==> src/hdl/toc_pkg.sv <==
package toc_pkg;
    // ==========================================================
    // Register byte offsets on the APB
    // ==========================================================
    localparam logic [7:0] OFS_CTRL_A = 8'h00;
    localparam logic [7:0] OFS_CTRL_B = 8'h04;
    localparam logic [7:0] OFS_COUNT = 8'h08;
    localparam logic [7:0] OFS_CMP_A = 8'h0c;
    localparam logic [7:0] OFS_CMP_B = 8'h10;
    localparam logic [7:0] OFS_STATUS = 8'h14;
    localparam logic [7:0] OFS_MASK = 8'h18;
    localparam logic [7:0] OFS_PINS = 8'h1c;

    // ==========================================================
    // Field positions
    // ==========================================================
    localparam int ACT_A_LSB = 6;          // Control A [7:6]
    localparam int ACT_B_LSB = 4;          // Control A [5:4]
    localparam int WGM_LO_LSB = 0;         // Control A [1:0]
    localparam int FORCE_A_BIT = 7;        // Control B
    localparam int FORCE_B_BIT = 6;        // Control B
    localparam int WGM_HI_BIT = 3;         // Control B
    localparam int CLKSEL_LSB = 0;         // Control B [2:0]
    localparam int EVT_MATCH_A = 0;        // Status and mask
    localparam int EVT_MATCH_B = 1;
    localparam int EVT_OVERFLOW = 2;
    localparam int PIN_WAVE_A = 0;         // Pins register
    localparam int PIN_WAVE_B = 1;
    localparam int PIN_OVR_A = 2;
    localparam int PIN_OVR_B = 3;

    // ==========================================================
    // Reset values
    // ==========================================================
    localparam logic [7:0] RST_CTRL_A = 8'h00;
    localparam logic [3:0] RST_CTRL_B = 4'h0;
    localparam logic [7:0] RST_COUNT = 8'h00;
    localparam logic [7:0] RST_CMP = 8'h00;
    localparam logic [2:0] RST_EVT = 3'h0;
    localparam logic RST_WAVE = 1'b0;

    // ==========================================================
    // Counting and prescaler constants
    // ==========================================================
    localparam logic [7:0] CNT_MAX = 8'hff;
    localparam logic [7:0] CNT_BOTTOM = 8'h00;
    localparam logic [2:0] DIV8_LAST = 3'h7;
    localparam logic [5:0] DIV64_LAST = 6'h3f;
    localparam logic [7:0] DIV256_LAST = 8'hff;
    localparam logic [2:0] CLK_STOP = 3'h0;
    localparam logic [2:0] CLK_DIV1 = 3'h1;
    localparam logic [2:0] CLK_DIV8 = 3'h2;
    localparam logic [2:0] CLK_DIV64 = 3'h3;
    localparam logic [2:0] WGM_NORMAL = 3'h0;
    localparam logic [2:0] WGM_CTC = 3'h2;

    // Compare output action codes
    localparam logic [1:0] ACT_OFF = 2'h0;
    localparam logic [1:0] ACT_TOGGLE = 2'h1;
    localparam logic [1:0] ACT_CLEAR = 2'h2;
    localparam logic [1:0] ACT_SET = 2'h3;
endpackage

==> src/hdl/toc_compare_unit.sv <==
// Register access over APB and the register offsets were chosen for this implementation.
`timescale 1ns/1ps
module toc_compare_unit (
    input wire logic clk_sys,         // System clock, 100 MHz
    input wire logic rst_n,           // Synchronous reset, active low
    input wire logic psel,            // APB select
    input wire logic penable,         // APB access phase
    input wire logic pwrite,          // APB write
    input wire logic [7:0] paddr,     // APB byte address
    input wire logic [31:0] pwdata,   // APB write data
    output logic [31:0] prdata,       // APB read data
    output logic pready,              // APB ready
    output logic pslverr,             // APB error, unmapped address
    input wire logic portDataA,       // Normal port level, pin A
    input wire logic portDirA,        // Port direction bit, pin A
    input wire logic portDataB,       // Normal port level, pin B
    input wire logic portDirB,        // Port direction bit, pin B
    output logic pinOutA,             // Pin A output level
    output logic pinOeA,              // Pin A output enable
    output logic pinOutB,             // Pin B output level
    output logic pinOeB,              // Pin B output enable
    output logic irq                  // Level interrupt
);

    // ==========================================================
    // State
    // ==========================================================
    logic [7:0] ctrlA_q, ctrlA_d;
    logic [3:0] ctrlB_q, ctrlB_d;
    logic [7:0] count_q, count_d;
    logic countUp_q, countUp_d;
    logic [7:0] cmpBufA_q, cmpBufA_d;
    logic [7:0] cmpBufB_q, cmpBufB_d;
    logic [7:0] cmpA_q, cmpA_d;
    logic [7:0] cmpB_q, cmpB_d;
    logic blockMatch_q, blockMatch_d;
    logic waveA_q, waveA_d;
    logic waveB_q, waveB_d;
    logic [2:0] status_q, status_d;
    logic [2:0] mask_q, mask_d;
    logic [7:0] div_q, div_d;

    // ==========================================================
    // Decode of mode and bus strobes
    // ==========================================================
    logic [2:0] wgm;
    logic [2:0] clkSel;
    logic [1:0] actA;
    logic [1:0] actB;
    logic pwmMode;
    logic fastPwm;
    logic phasePwm;
    logic topIsA;
    logic [7:0] topVal;
    logic busWr;
    logic busRd;
    logic tick;
    logic matchA;
    logic matchB;
    logic atTop;
    logic atBottom;
    logic bufLoad;
    logic forceA;
    logic forceB;
    logic wrCount;

    assign wgm = {ctrlB_q[toc_pkg::WGM_HI_BIT], ctrlA_q[toc_pkg::WGM_LO_LSB +: 2]};
    assign clkSel = ctrlB_q[toc_pkg::CLKSEL_LSB +: 3];
    // Action fields are read straight from the register, no shadow
    assign actA = ctrlA_q[toc_pkg::ACT_A_LSB +: 2];
    assign actB = ctrlA_q[toc_pkg::ACT_B_LSB +: 2];
    // Odd mode codes are the PWM modes; 4 and 6 behave as normal
    assign pwmMode = wgm[0];
    assign fastPwm = (wgm[1:0] == 2'h3);
    assign phasePwm = (wgm[1:0] == 2'h1);
    assign topIsA = (wgm == toc_pkg::WGM_CTC) || (pwmMode && wgm[2]);
    assign topVal = topIsA ? cmpA_q : toc_pkg::CNT_MAX;
    assign atTop = (count_q == topVal);
    assign atBottom = (count_q == toc_pkg::CNT_BOTTOM);

    // Zero-wait slave: every access completes in its first access cycle
    assign busWr = psel && penable && pwrite;
    assign busRd = psel && penable && !pwrite;
    assign wrCount = busWr && (paddr == toc_pkg::OFS_COUNT);
    assign forceA = busWr && (paddr == toc_pkg::OFS_CTRL_B)
                    && pwdata[toc_pkg::FORCE_A_BIT] && !pwmMode;
    assign forceB = busWr && (paddr == toc_pkg::OFS_CTRL_B)
                    && pwdata[toc_pkg::FORCE_B_BIT] && !pwmMode;

    // Timer clock enable from the free-running prescaler
    always_comb begin
        unique case (clkSel)
            toc_pkg::CLK_STOP: tick = 1'b0;
            toc_pkg::CLK_DIV1: tick = 1'b1;
            toc_pkg::CLK_DIV8: tick = (div_q[2:0] == toc_pkg::DIV8_LAST);
            toc_pkg::CLK_DIV64: tick = (div_q[5:0] == toc_pkg::DIV64_LAST);
            default: tick = (div_q == toc_pkg::DIV256_LAST);
        endcase
    end

    // Compare hits, masked in the tick after a counter write
    assign matchA = tick && !blockMatch_q && (count_q == cmpA_q);
    assign matchB = tick && !blockMatch_q && (count_q == cmpB_q);

    // Buffered values move in at top for fast PWM, at top while counting up for phase PWM
    assign bufLoad = tick && ((fastPwm && atTop)
                              || (phasePwm && atTop && countUp_q));

    // ==========================================================
    // Waveform action for one channel on a match
    // ==========================================================
    function automatic logic waveOnMatch(
        input logic cur,
        input logic [1:0] act,
        input logic isPwm,
        input logic isPhase,
        input logic up,
        input logic canToggle
    );
        logic res;
        res = cur;
        if (!isPwm) begin
            unique case (act)
                toc_pkg::ACT_OFF: res = cur;
                toc_pkg::ACT_TOGGLE: res = !cur;
                toc_pkg::ACT_CLEAR: res = 1'b0;
                toc_pkg::ACT_SET: res = 1'b1;
            endcase
        end else begin
            unique case (act)
                toc_pkg::ACT_OFF: res = cur;
                toc_pkg::ACT_TOGGLE: res = canToggle ? !cur : cur;
                toc_pkg::ACT_CLEAR: res = (isPhase && !up) ? 1'b1 : 1'b0;
                toc_pkg::ACT_SET: res = (isPhase && !up) ? 1'b0 : 1'b1;
            endcase
        end
        return res;
    endfunction

    // Fast PWM restores the idle level when the count wraps to bottom
    function automatic logic waveAtWrap(
        input logic cur,
        input logic [1:0] act
    );
        logic res;
        res = cur;
        if (act == toc_pkg::ACT_CLEAR) begin
            res = 1'b1;
        end else if (act == toc_pkg::ACT_SET) begin
            res = 1'b0;
        end
        return res;
    endfunction

    // ==========================================================
    // Next-state logic
    // ==========================================================
    // Counter, compare registers, waveform bits and flags together
    always_comb begin
        logic wrapEvt;
        wrapEvt = 1'b0;
        ctrlA_d = ctrlA_q;
        ctrlB_d = ctrlB_q;
        count_d = count_q;
        countUp_d = countUp_q;
        cmpBufA_d = cmpBufA_q;
        cmpBufB_d = cmpBufB_q;
        cmpA_d = cmpA_q;
        cmpB_d = cmpB_q;
        blockMatch_d = blockMatch_q;
        waveA_d = waveA_q;
        waveB_d = waveB_q;
        status_d = status_q;
        mask_d = mask_q;
        div_d = div_q + 8'h01;

        // Counting sequence on each timer tick
        if (tick) begin
            blockMatch_d = 1'b0;
            if (phasePwm) begin
                if (countUp_q) begin
                    if (atTop) begin
                        countUp_d = 1'b0;
                        count_d = count_q - 8'h01;
                    end else begin
                        count_d = count_q + 8'h01;
                    end
                end else if (atBottom) begin
                    countUp_d = 1'b1;
                    count_d = count_q + 8'h01;
                    wrapEvt = 1'b1;
                end else begin
                    count_d = count_q - 8'h01;
                end
            end else if (atTop) begin
                // Every mode but phase PWM restarts from bottom here, at its top value
                count_d = toc_pkg::CNT_BOTTOM;
                wrapEvt = 1'b1;
            end else begin
                count_d = count_q + 8'h01;
            end
        end

        // Buffer transfer; otherwise only a CPU write outside PWM modes sets the active value
        if (bufLoad) begin
            cmpA_d = cmpBufA_q;
            cmpB_d = cmpBufB_q;
        end

        // Waveform bits: wrap first, a match at the same tick wins
        if (fastPwm && wrapEvt) begin
            waveA_d = waveAtWrap(waveA_q, actA);
            waveB_d = waveAtWrap(waveB_q, actB);
        end
        if (matchA) begin
            waveA_d = waveOnMatch(waveA_d, actA, pwmMode, phasePwm, countUp_q, wgm[2]);
        end
        if (matchB) begin
            waveB_d = waveOnMatch(waveB_d, actB, pwmMode, phasePwm, countUp_q, 1'b0);
        end
        // Forced compare changes only the waveform bit
        if (forceA) begin
            waveA_d = waveOnMatch(waveA_q, actA, 1'b0, 1'b0, 1'b1, 1'b1);
        end
        if (forceB) begin
            waveB_d = waveOnMatch(waveB_q, actB, 1'b0, 1'b0, 1'b1, 1'b1);
        end

        // Read of status clears it, but events of this cycle stay set
        if (busRd && paddr == toc_pkg::OFS_STATUS) begin
            status_d = toc_pkg::RST_EVT;
        end
        if (matchA) begin
            status_d[toc_pkg::EVT_MATCH_A] = 1'b1;
        end
        if (matchB) begin
            status_d[toc_pkg::EVT_MATCH_B] = 1'b1;
        end
        if (wrapEvt) begin
            status_d[toc_pkg::EVT_OVERFLOW] = 1'b1;
        end

        // Register writes; the CPU beats the counting sequence
        if (busWr) begin
            unique case (paddr)
                toc_pkg::OFS_CTRL_A: ctrlA_d = pwdata[7:0];
                toc_pkg::OFS_CTRL_B: begin
                    ctrlB_d[toc_pkg::WGM_HI_BIT] = pwdata[toc_pkg::WGM_HI_BIT];
                    ctrlB_d[toc_pkg::CLKSEL_LSB +: 3] = pwdata[toc_pkg::CLKSEL_LSB +: 3];
                end
                toc_pkg::OFS_COUNT: begin
                    count_d = pwdata[7:0];
                    blockMatch_d = 1'b1;
                end
                toc_pkg::OFS_CMP_A: begin
                    cmpBufA_d = pwdata[7:0];
                    if (!pwmMode) begin
                        cmpA_d = pwdata[7:0];
                    end
                end
                toc_pkg::OFS_CMP_B: begin
                    cmpBufB_d = pwdata[7:0];
                    if (!pwmMode) begin
                        cmpB_d = pwdata[7:0];
                    end
                end
                toc_pkg::OFS_MASK: mask_d = pwdata[2:0];
                default: mask_d = mask_q;
            endcase
        end
    end

    // Registering only; mode changes leave waveform bits alone
    always_ff @(posedge clk_sys) begin
        if (!rst_n) begin
            ctrlA_q <= toc_pkg::RST_CTRL_A;
            ctrlB_q <= toc_pkg::RST_CTRL_B;
            count_q <= toc_pkg::RST_COUNT;
            countUp_q <= 1'b1;
            cmpBufA_q <= toc_pkg::RST_CMP;
            cmpBufB_q <= toc_pkg::RST_CMP;
            cmpA_q <= toc_pkg::RST_CMP;
            cmpB_q <= toc_pkg::RST_CMP;
            blockMatch_q <= 1'b0;
            waveA_q <= toc_pkg::RST_WAVE;
            waveB_q <= toc_pkg::RST_WAVE;
            status_q <= toc_pkg::RST_EVT;
            mask_q <= toc_pkg::RST_EVT;
            div_q <= 8'h00;
        end else begin
            ctrlA_q <= ctrlA_d;
            ctrlB_q <= ctrlB_d;
            count_q <= count_d;
            countUp_q <= countUp_d;
            cmpBufA_q <= cmpBufA_d;
            cmpBufB_q <= cmpBufB_d;
            cmpA_q <= cmpA_d;
            cmpB_q <= cmpB_d;
            blockMatch_q <= blockMatch_d;
            waveA_q <= waveA_d;
            waveB_q <= waveB_d;
            status_q <= status_d;
            mask_q <= mask_d;
            div_q <= div_d;
        end
    end

    // ==========================================================
    // Pin override and interrupt
    // ==========================================================
    // Any nonzero action hands the pin to the waveform bit; the
    // driver itself still obeys the port direction bit
    assign pinOutA = (actA != toc_pkg::ACT_OFF) ? waveA_q : portDataA;
    assign pinOeA = portDirA;
    assign pinOutB = (actB != toc_pkg::ACT_OFF) ? waveB_q : portDataB;
    assign pinOeB = portDirB;
    assign irq = |(status_q & mask_q);

    // ==========================================================
    // APB read side
    // ==========================================================
    assign pready = 1'b1;

    // Read mux; compare reads follow the CPU-visible register
    always_comb begin
        prdata = 32'h0000_0000;
        pslverr = 1'b0;
        unique case (paddr)
            toc_pkg::OFS_CTRL_A: prdata[7:0] = ctrlA_q;
            toc_pkg::OFS_CTRL_B: prdata[3:0] = ctrlB_q; // Force bits read 0
            toc_pkg::OFS_COUNT: prdata[7:0] = count_q;
            toc_pkg::OFS_CMP_A: prdata[7:0] = pwmMode ? cmpBufA_q : cmpA_q;
            toc_pkg::OFS_CMP_B: prdata[7:0] = pwmMode ? cmpBufB_q : cmpB_q;
            toc_pkg::OFS_STATUS: prdata[2:0] = status_q;
            toc_pkg::OFS_MASK: prdata[2:0] = mask_q;
            toc_pkg::OFS_PINS: begin
                prdata[toc_pkg::PIN_WAVE_A] = waveA_q;
                prdata[toc_pkg::PIN_WAVE_B] = waveB_q;
                prdata[toc_pkg::PIN_OVR_A] = (actA != toc_pkg::ACT_OFF);
                prdata[toc_pkg::PIN_OVR_B] = (actB != toc_pkg::ACT_OFF);
            end
            default: pslverr = psel && penable;
        endcase
    end

endmodule

==> config.mk <==
export PLATFORM = sky130hd
export DESIGN_NAME = toc_compare_unit
export DESIGN_NICKNAME = d
export VERILOG_FILES = /design/src/hdl/toc_pkg.sv /design/src/hdl/toc_compare_unit.sv
export SDC_FILE = /design/constraint.sdc
export NUM_CORES = 1
export LEC_CHECK = 0
export BUFFER_PORTS_ARGS = -buffer_cell sky130_fd_sc_hd__clkbuf_2
export CORE_MARGIN = 2
export CORE_UTILIZATION = 45
export CTS_CLUSTER_SIZE = 24
export DETAILED_ROUTE_END_ITERATION = 8
export PLACE_DENSITY = 0.73
export SYNTH_ARGS = -nofsm -noshare
export SYNTH_HDL_FRONTEND = slang
export SYNTH_SLANG_ARGS = --single-unit
==> constraint.sdc <==
create_clock -name clk_sys -period 4.45 [get_ports clk_sys]
set_input_delay 0.2225 -clock clk_sys [delete_from_list [all_inputs] [get_ports clk_sys]]
set_output_delay 0.2225 -clock clk_sys [all_outputs]
set_load 0.02 [all_outputs]
==> metrics <==
Async S/R FF share, synth 0%; clock skew 0.0167 ns; sequential share of power 50.4%; met2 WL 5710 um; RSZ-0062 raised after global routing false; Util after Layout 49.5%; Slowest cell on crit path a2111o_1; Logic pwr share 8.5%; largest net degree at the start of global routing 32; row cnt 36; Pins Over Slew Limit 0; Arr. time, crit path 3.21 ns; P_leak 1.99 nW; Worst-path clk slew 0.09 ns; total track usage 24.3%; R2R depth 6; clock buffer depth 2; RR Startpoint count_q[2]; die span in y 105 um; Final Total Pwr 0.00127 W; core area 0.00982 mm^2; Crit path largest cell delay 0.79 ns; CTS tree built; port buffer count 34; Detailed Route Iter0 Violations 436; Fillers 982; final hold slack 0.214 ns; # nets final 647; Fin. Hold Viols 0; distinct cell type count after synthesis 68; DRT Wirelength 13,100 um; Worst Setup Path Type reg -> reg; die area 0.0110 mm^2; Clock Tree Root clkbuf_8; max cap viols 0; Antenna diodes 0; Top FF cell, synth dfxtp_1; Metal-1 WL 5440 um; Die Width 105 um; wire length per cell 18.0 um; gp weighted congestion 0.968; initial antenna violation count 0; vias per cell 6.08; CP Max Fanout 16; Final setup viols 0; Clk Latency, worst-skew pair 0.36 ns; vias in the first global route 4,106; clock net sink count 70; Worst Max-Slew Pin Slew 0.869 ns; reg-to-reg setup timing slack 1.46 ns; YS warnings 0; Final period util 67.2%; antenna viol nets, final 0; Post-Syn Area per Cell 7.87 um^2; cts hold-fix bufs 0; placed inst area 0.00467 mm^2; worst r2r dst cmpA_q[4]; first-pass GRT wire length 21,300 um; Fmax 334 MHz; EDFF count, synth 0; post-synthesis sequential area ratio 30.6%; CP Data Required Time 4.67 ns; flops & latches, synth 70; via count 4,444; minimum clock period 2.99 ns; total gr overflow 0; TritonCTS Buffers 9; CP Launch Point count_q[2]; setup total negative slack 0 ns; Internal Pwr Total 0.000921 W; Max-Slew Margin vs Limit 42.1%; switch share 27.3%; highest routed layer met4; pwr/cell area 260 mW/mm^2; Area growth, synth to finish 6.20%; Detailed Routing Iterations Pass 1 5; Worst Setup EP cmpA_q[4]; fraction of layout cells with a size suffix above 1 12.4%; Initial Utilization 46.6%; DR DRC count 0; sequence of cells on the critical path and4_4, nand4_2, a2111o_4, a2111o_1, mux2i_1, o21ai_1; VDD IR max 0.153 mV; WL met3 1410 um; Post-Synthesis Cell Area 0.00458 mm^2; number of H-tree levels 3; post-CTS setup buffer count 0; post_cts resized 0; crit end category flip-flop; status complete, no violations; Boundary Pins 88; nature of the critical path startpoint flip-flop; Hold Crit Class in -> reg; NetSw 0.000345 W; DP HPWL 9500 um; Design Area, Final 0.00486 mm^2; Mapped Cells 582; clock share of power 41.1%
[metrics by stage]
stage	setup WS, ns	cells
floorplan	2.22	605
global placement	1.53	715
detailed placement	1.50	715
CTS	1.50	731
global route	1.33	731
finish	1.46	731
[final cells by class]
cell class                 count  area [um^2]  area share, %
tap                          133          166           3.42
clock inverter                 6         70.1           1.44
sequential                    70         1400           28.8
inverter                      16         60.1           1.23
multi-input combinational    456         2820           58.0
timing repair buffer          40          215           4.43
clock buffer                  10          128           2.62
[sequential cells by signal, summed over array words and instances, names as in the netlist]
signal and cells:
div_q 8, ctrlA_q 8, cmpB_q 8, blockMatch_q 1, count_q 8, ctrlB_q 4, status_q 3, cmpBufA_q 8
cmpBufB_q 8, waveB_q 1, countUp_q 1, waveA_q 1, mask_q 3, cmpA_q 8
[logic make-up after synthesis]
kind of cell	Yosys count	share of synthesized area, %
compound gates	141	20.3
buf+inv	79	9.64
fa+ha+maj	5	1.37
xor+xnor	22	4.21
mux	50	11.1
flops	70	30.6
simple gates	213	22.6
other cells	2	0.164
[placed cells by master (no fill, tap or decap), types with 10 or more instances in the layout]
cell,count
o21ai_0,29
mux2i_1,42
dfxtp_1,70
nand3_1,28
nor2_1,52
inv_1,13
nand2_1,68
xnor2_1,10
clkbuf_2,34
o21ai_1,17
conb_1,25
xor2_1,12
a21oi_1,38
[power groups by stage]
| stage | registers [W] | clock network (W) | logic (W) |
|---|---|---|---|
| 6_report | 0.000639 | 0.000520 | 0.000107 |
| 3_3_place_gp | 0.000653 | 0 | 0.000104 |
| 3_5_place_dp | 0.000653 | 0 | 0.000105 |
| 5_1_grt | 0.000640 | 0.000556 | 0.000117 |
| 4_1_cts | 0.000639 | 0.000528 | 0.000105 |
| 2_1_floorplan | 0.000649 | 0 | 0.0000912 |
[synth_stat cells (all sizes together), types with 2 or more instances]
cell type | instances | area share [%]
o21ai | 46 | 5.0
a2111o | 3 | 0.96
o32ai | 2 | 0.38
o2111a | 2 | 0.49
a31o | 2 | 0.38
nor2 | 52 | 4.3
or4 | 7 | 1.1
nand4 | 7 | 1.1
inv | 15 | 1.2
and2 | 6 | 0.82
a22oi | 6 | 0.98
nor4 | 9 | 1.2
clkbuf | 26 | 2.1
nor3b | 2 | 0.33
nand2 | 68 | 5.6
o22ai | 4 | 0.55
nor2b | 6 | 0.82
a31oi | 6 | 0.82
dfxtp | 70 | 31
mux2 | 8 | 2.0
xnor2 | 10 | 1.9
a211oi | 2 | 0.33
nor3 | 5 | 0.55
nand3 | 28 | 3.1
nand2b | 6 | 0.82
o211ai | 2 | 0.33
a222oi | 2 | 0.44
and3 | 5 | 0.68
ha | 5 | 1.4
nand4b | 2 | 0.52
a21oi | 38 | 4.2
a211o | 2 | 0.38
a221o | 5 | 1.1
conb | 2 | 0.16
a221oi | 4 | 0.76
a2111oi | 4 | 1.1
or3 | 5 | 0.68
mux2i | 42 | 9.2
and4 | 3 | 0.63
buf | 37 | 6.2
xor2 | 12 | 2.3
[worst min-delay path by stage]
stage / start / cells after the start / to / slack, ns
global placement: div_q[0] / 1 / div_q[0] / 0.44
global route: pwdata[5] / 3 / cmpA_q[5] / 0.19
floorplan: pwdata[7] / 2 / cmpA_q[7] / 0.33
CTS: pwdata[5] / 3 / cmpB_q[5] / 0.19
finish: pwdata[5] / 3 / cmpA_q[5] / 0.21
detailed placement: portDirB / 0 / pinOeB / 0.45
[metal layers]
layer	track usage, %	vias to the layer above
li1	-	2070
met3	5.99	57
met5	0	-
met4	12.0	0
met1	32.0	2035
met2	37.1	282
[critical path: cells and delay by family (launching register included)]
kind,cells,cell delay [ns]
muxes,1,0.28
and+or+nand+nor,2,0.50
DFF,1,0.76
AOI/OAI and AO/OA,3,1.31
(Power assumes the default switching activity.)
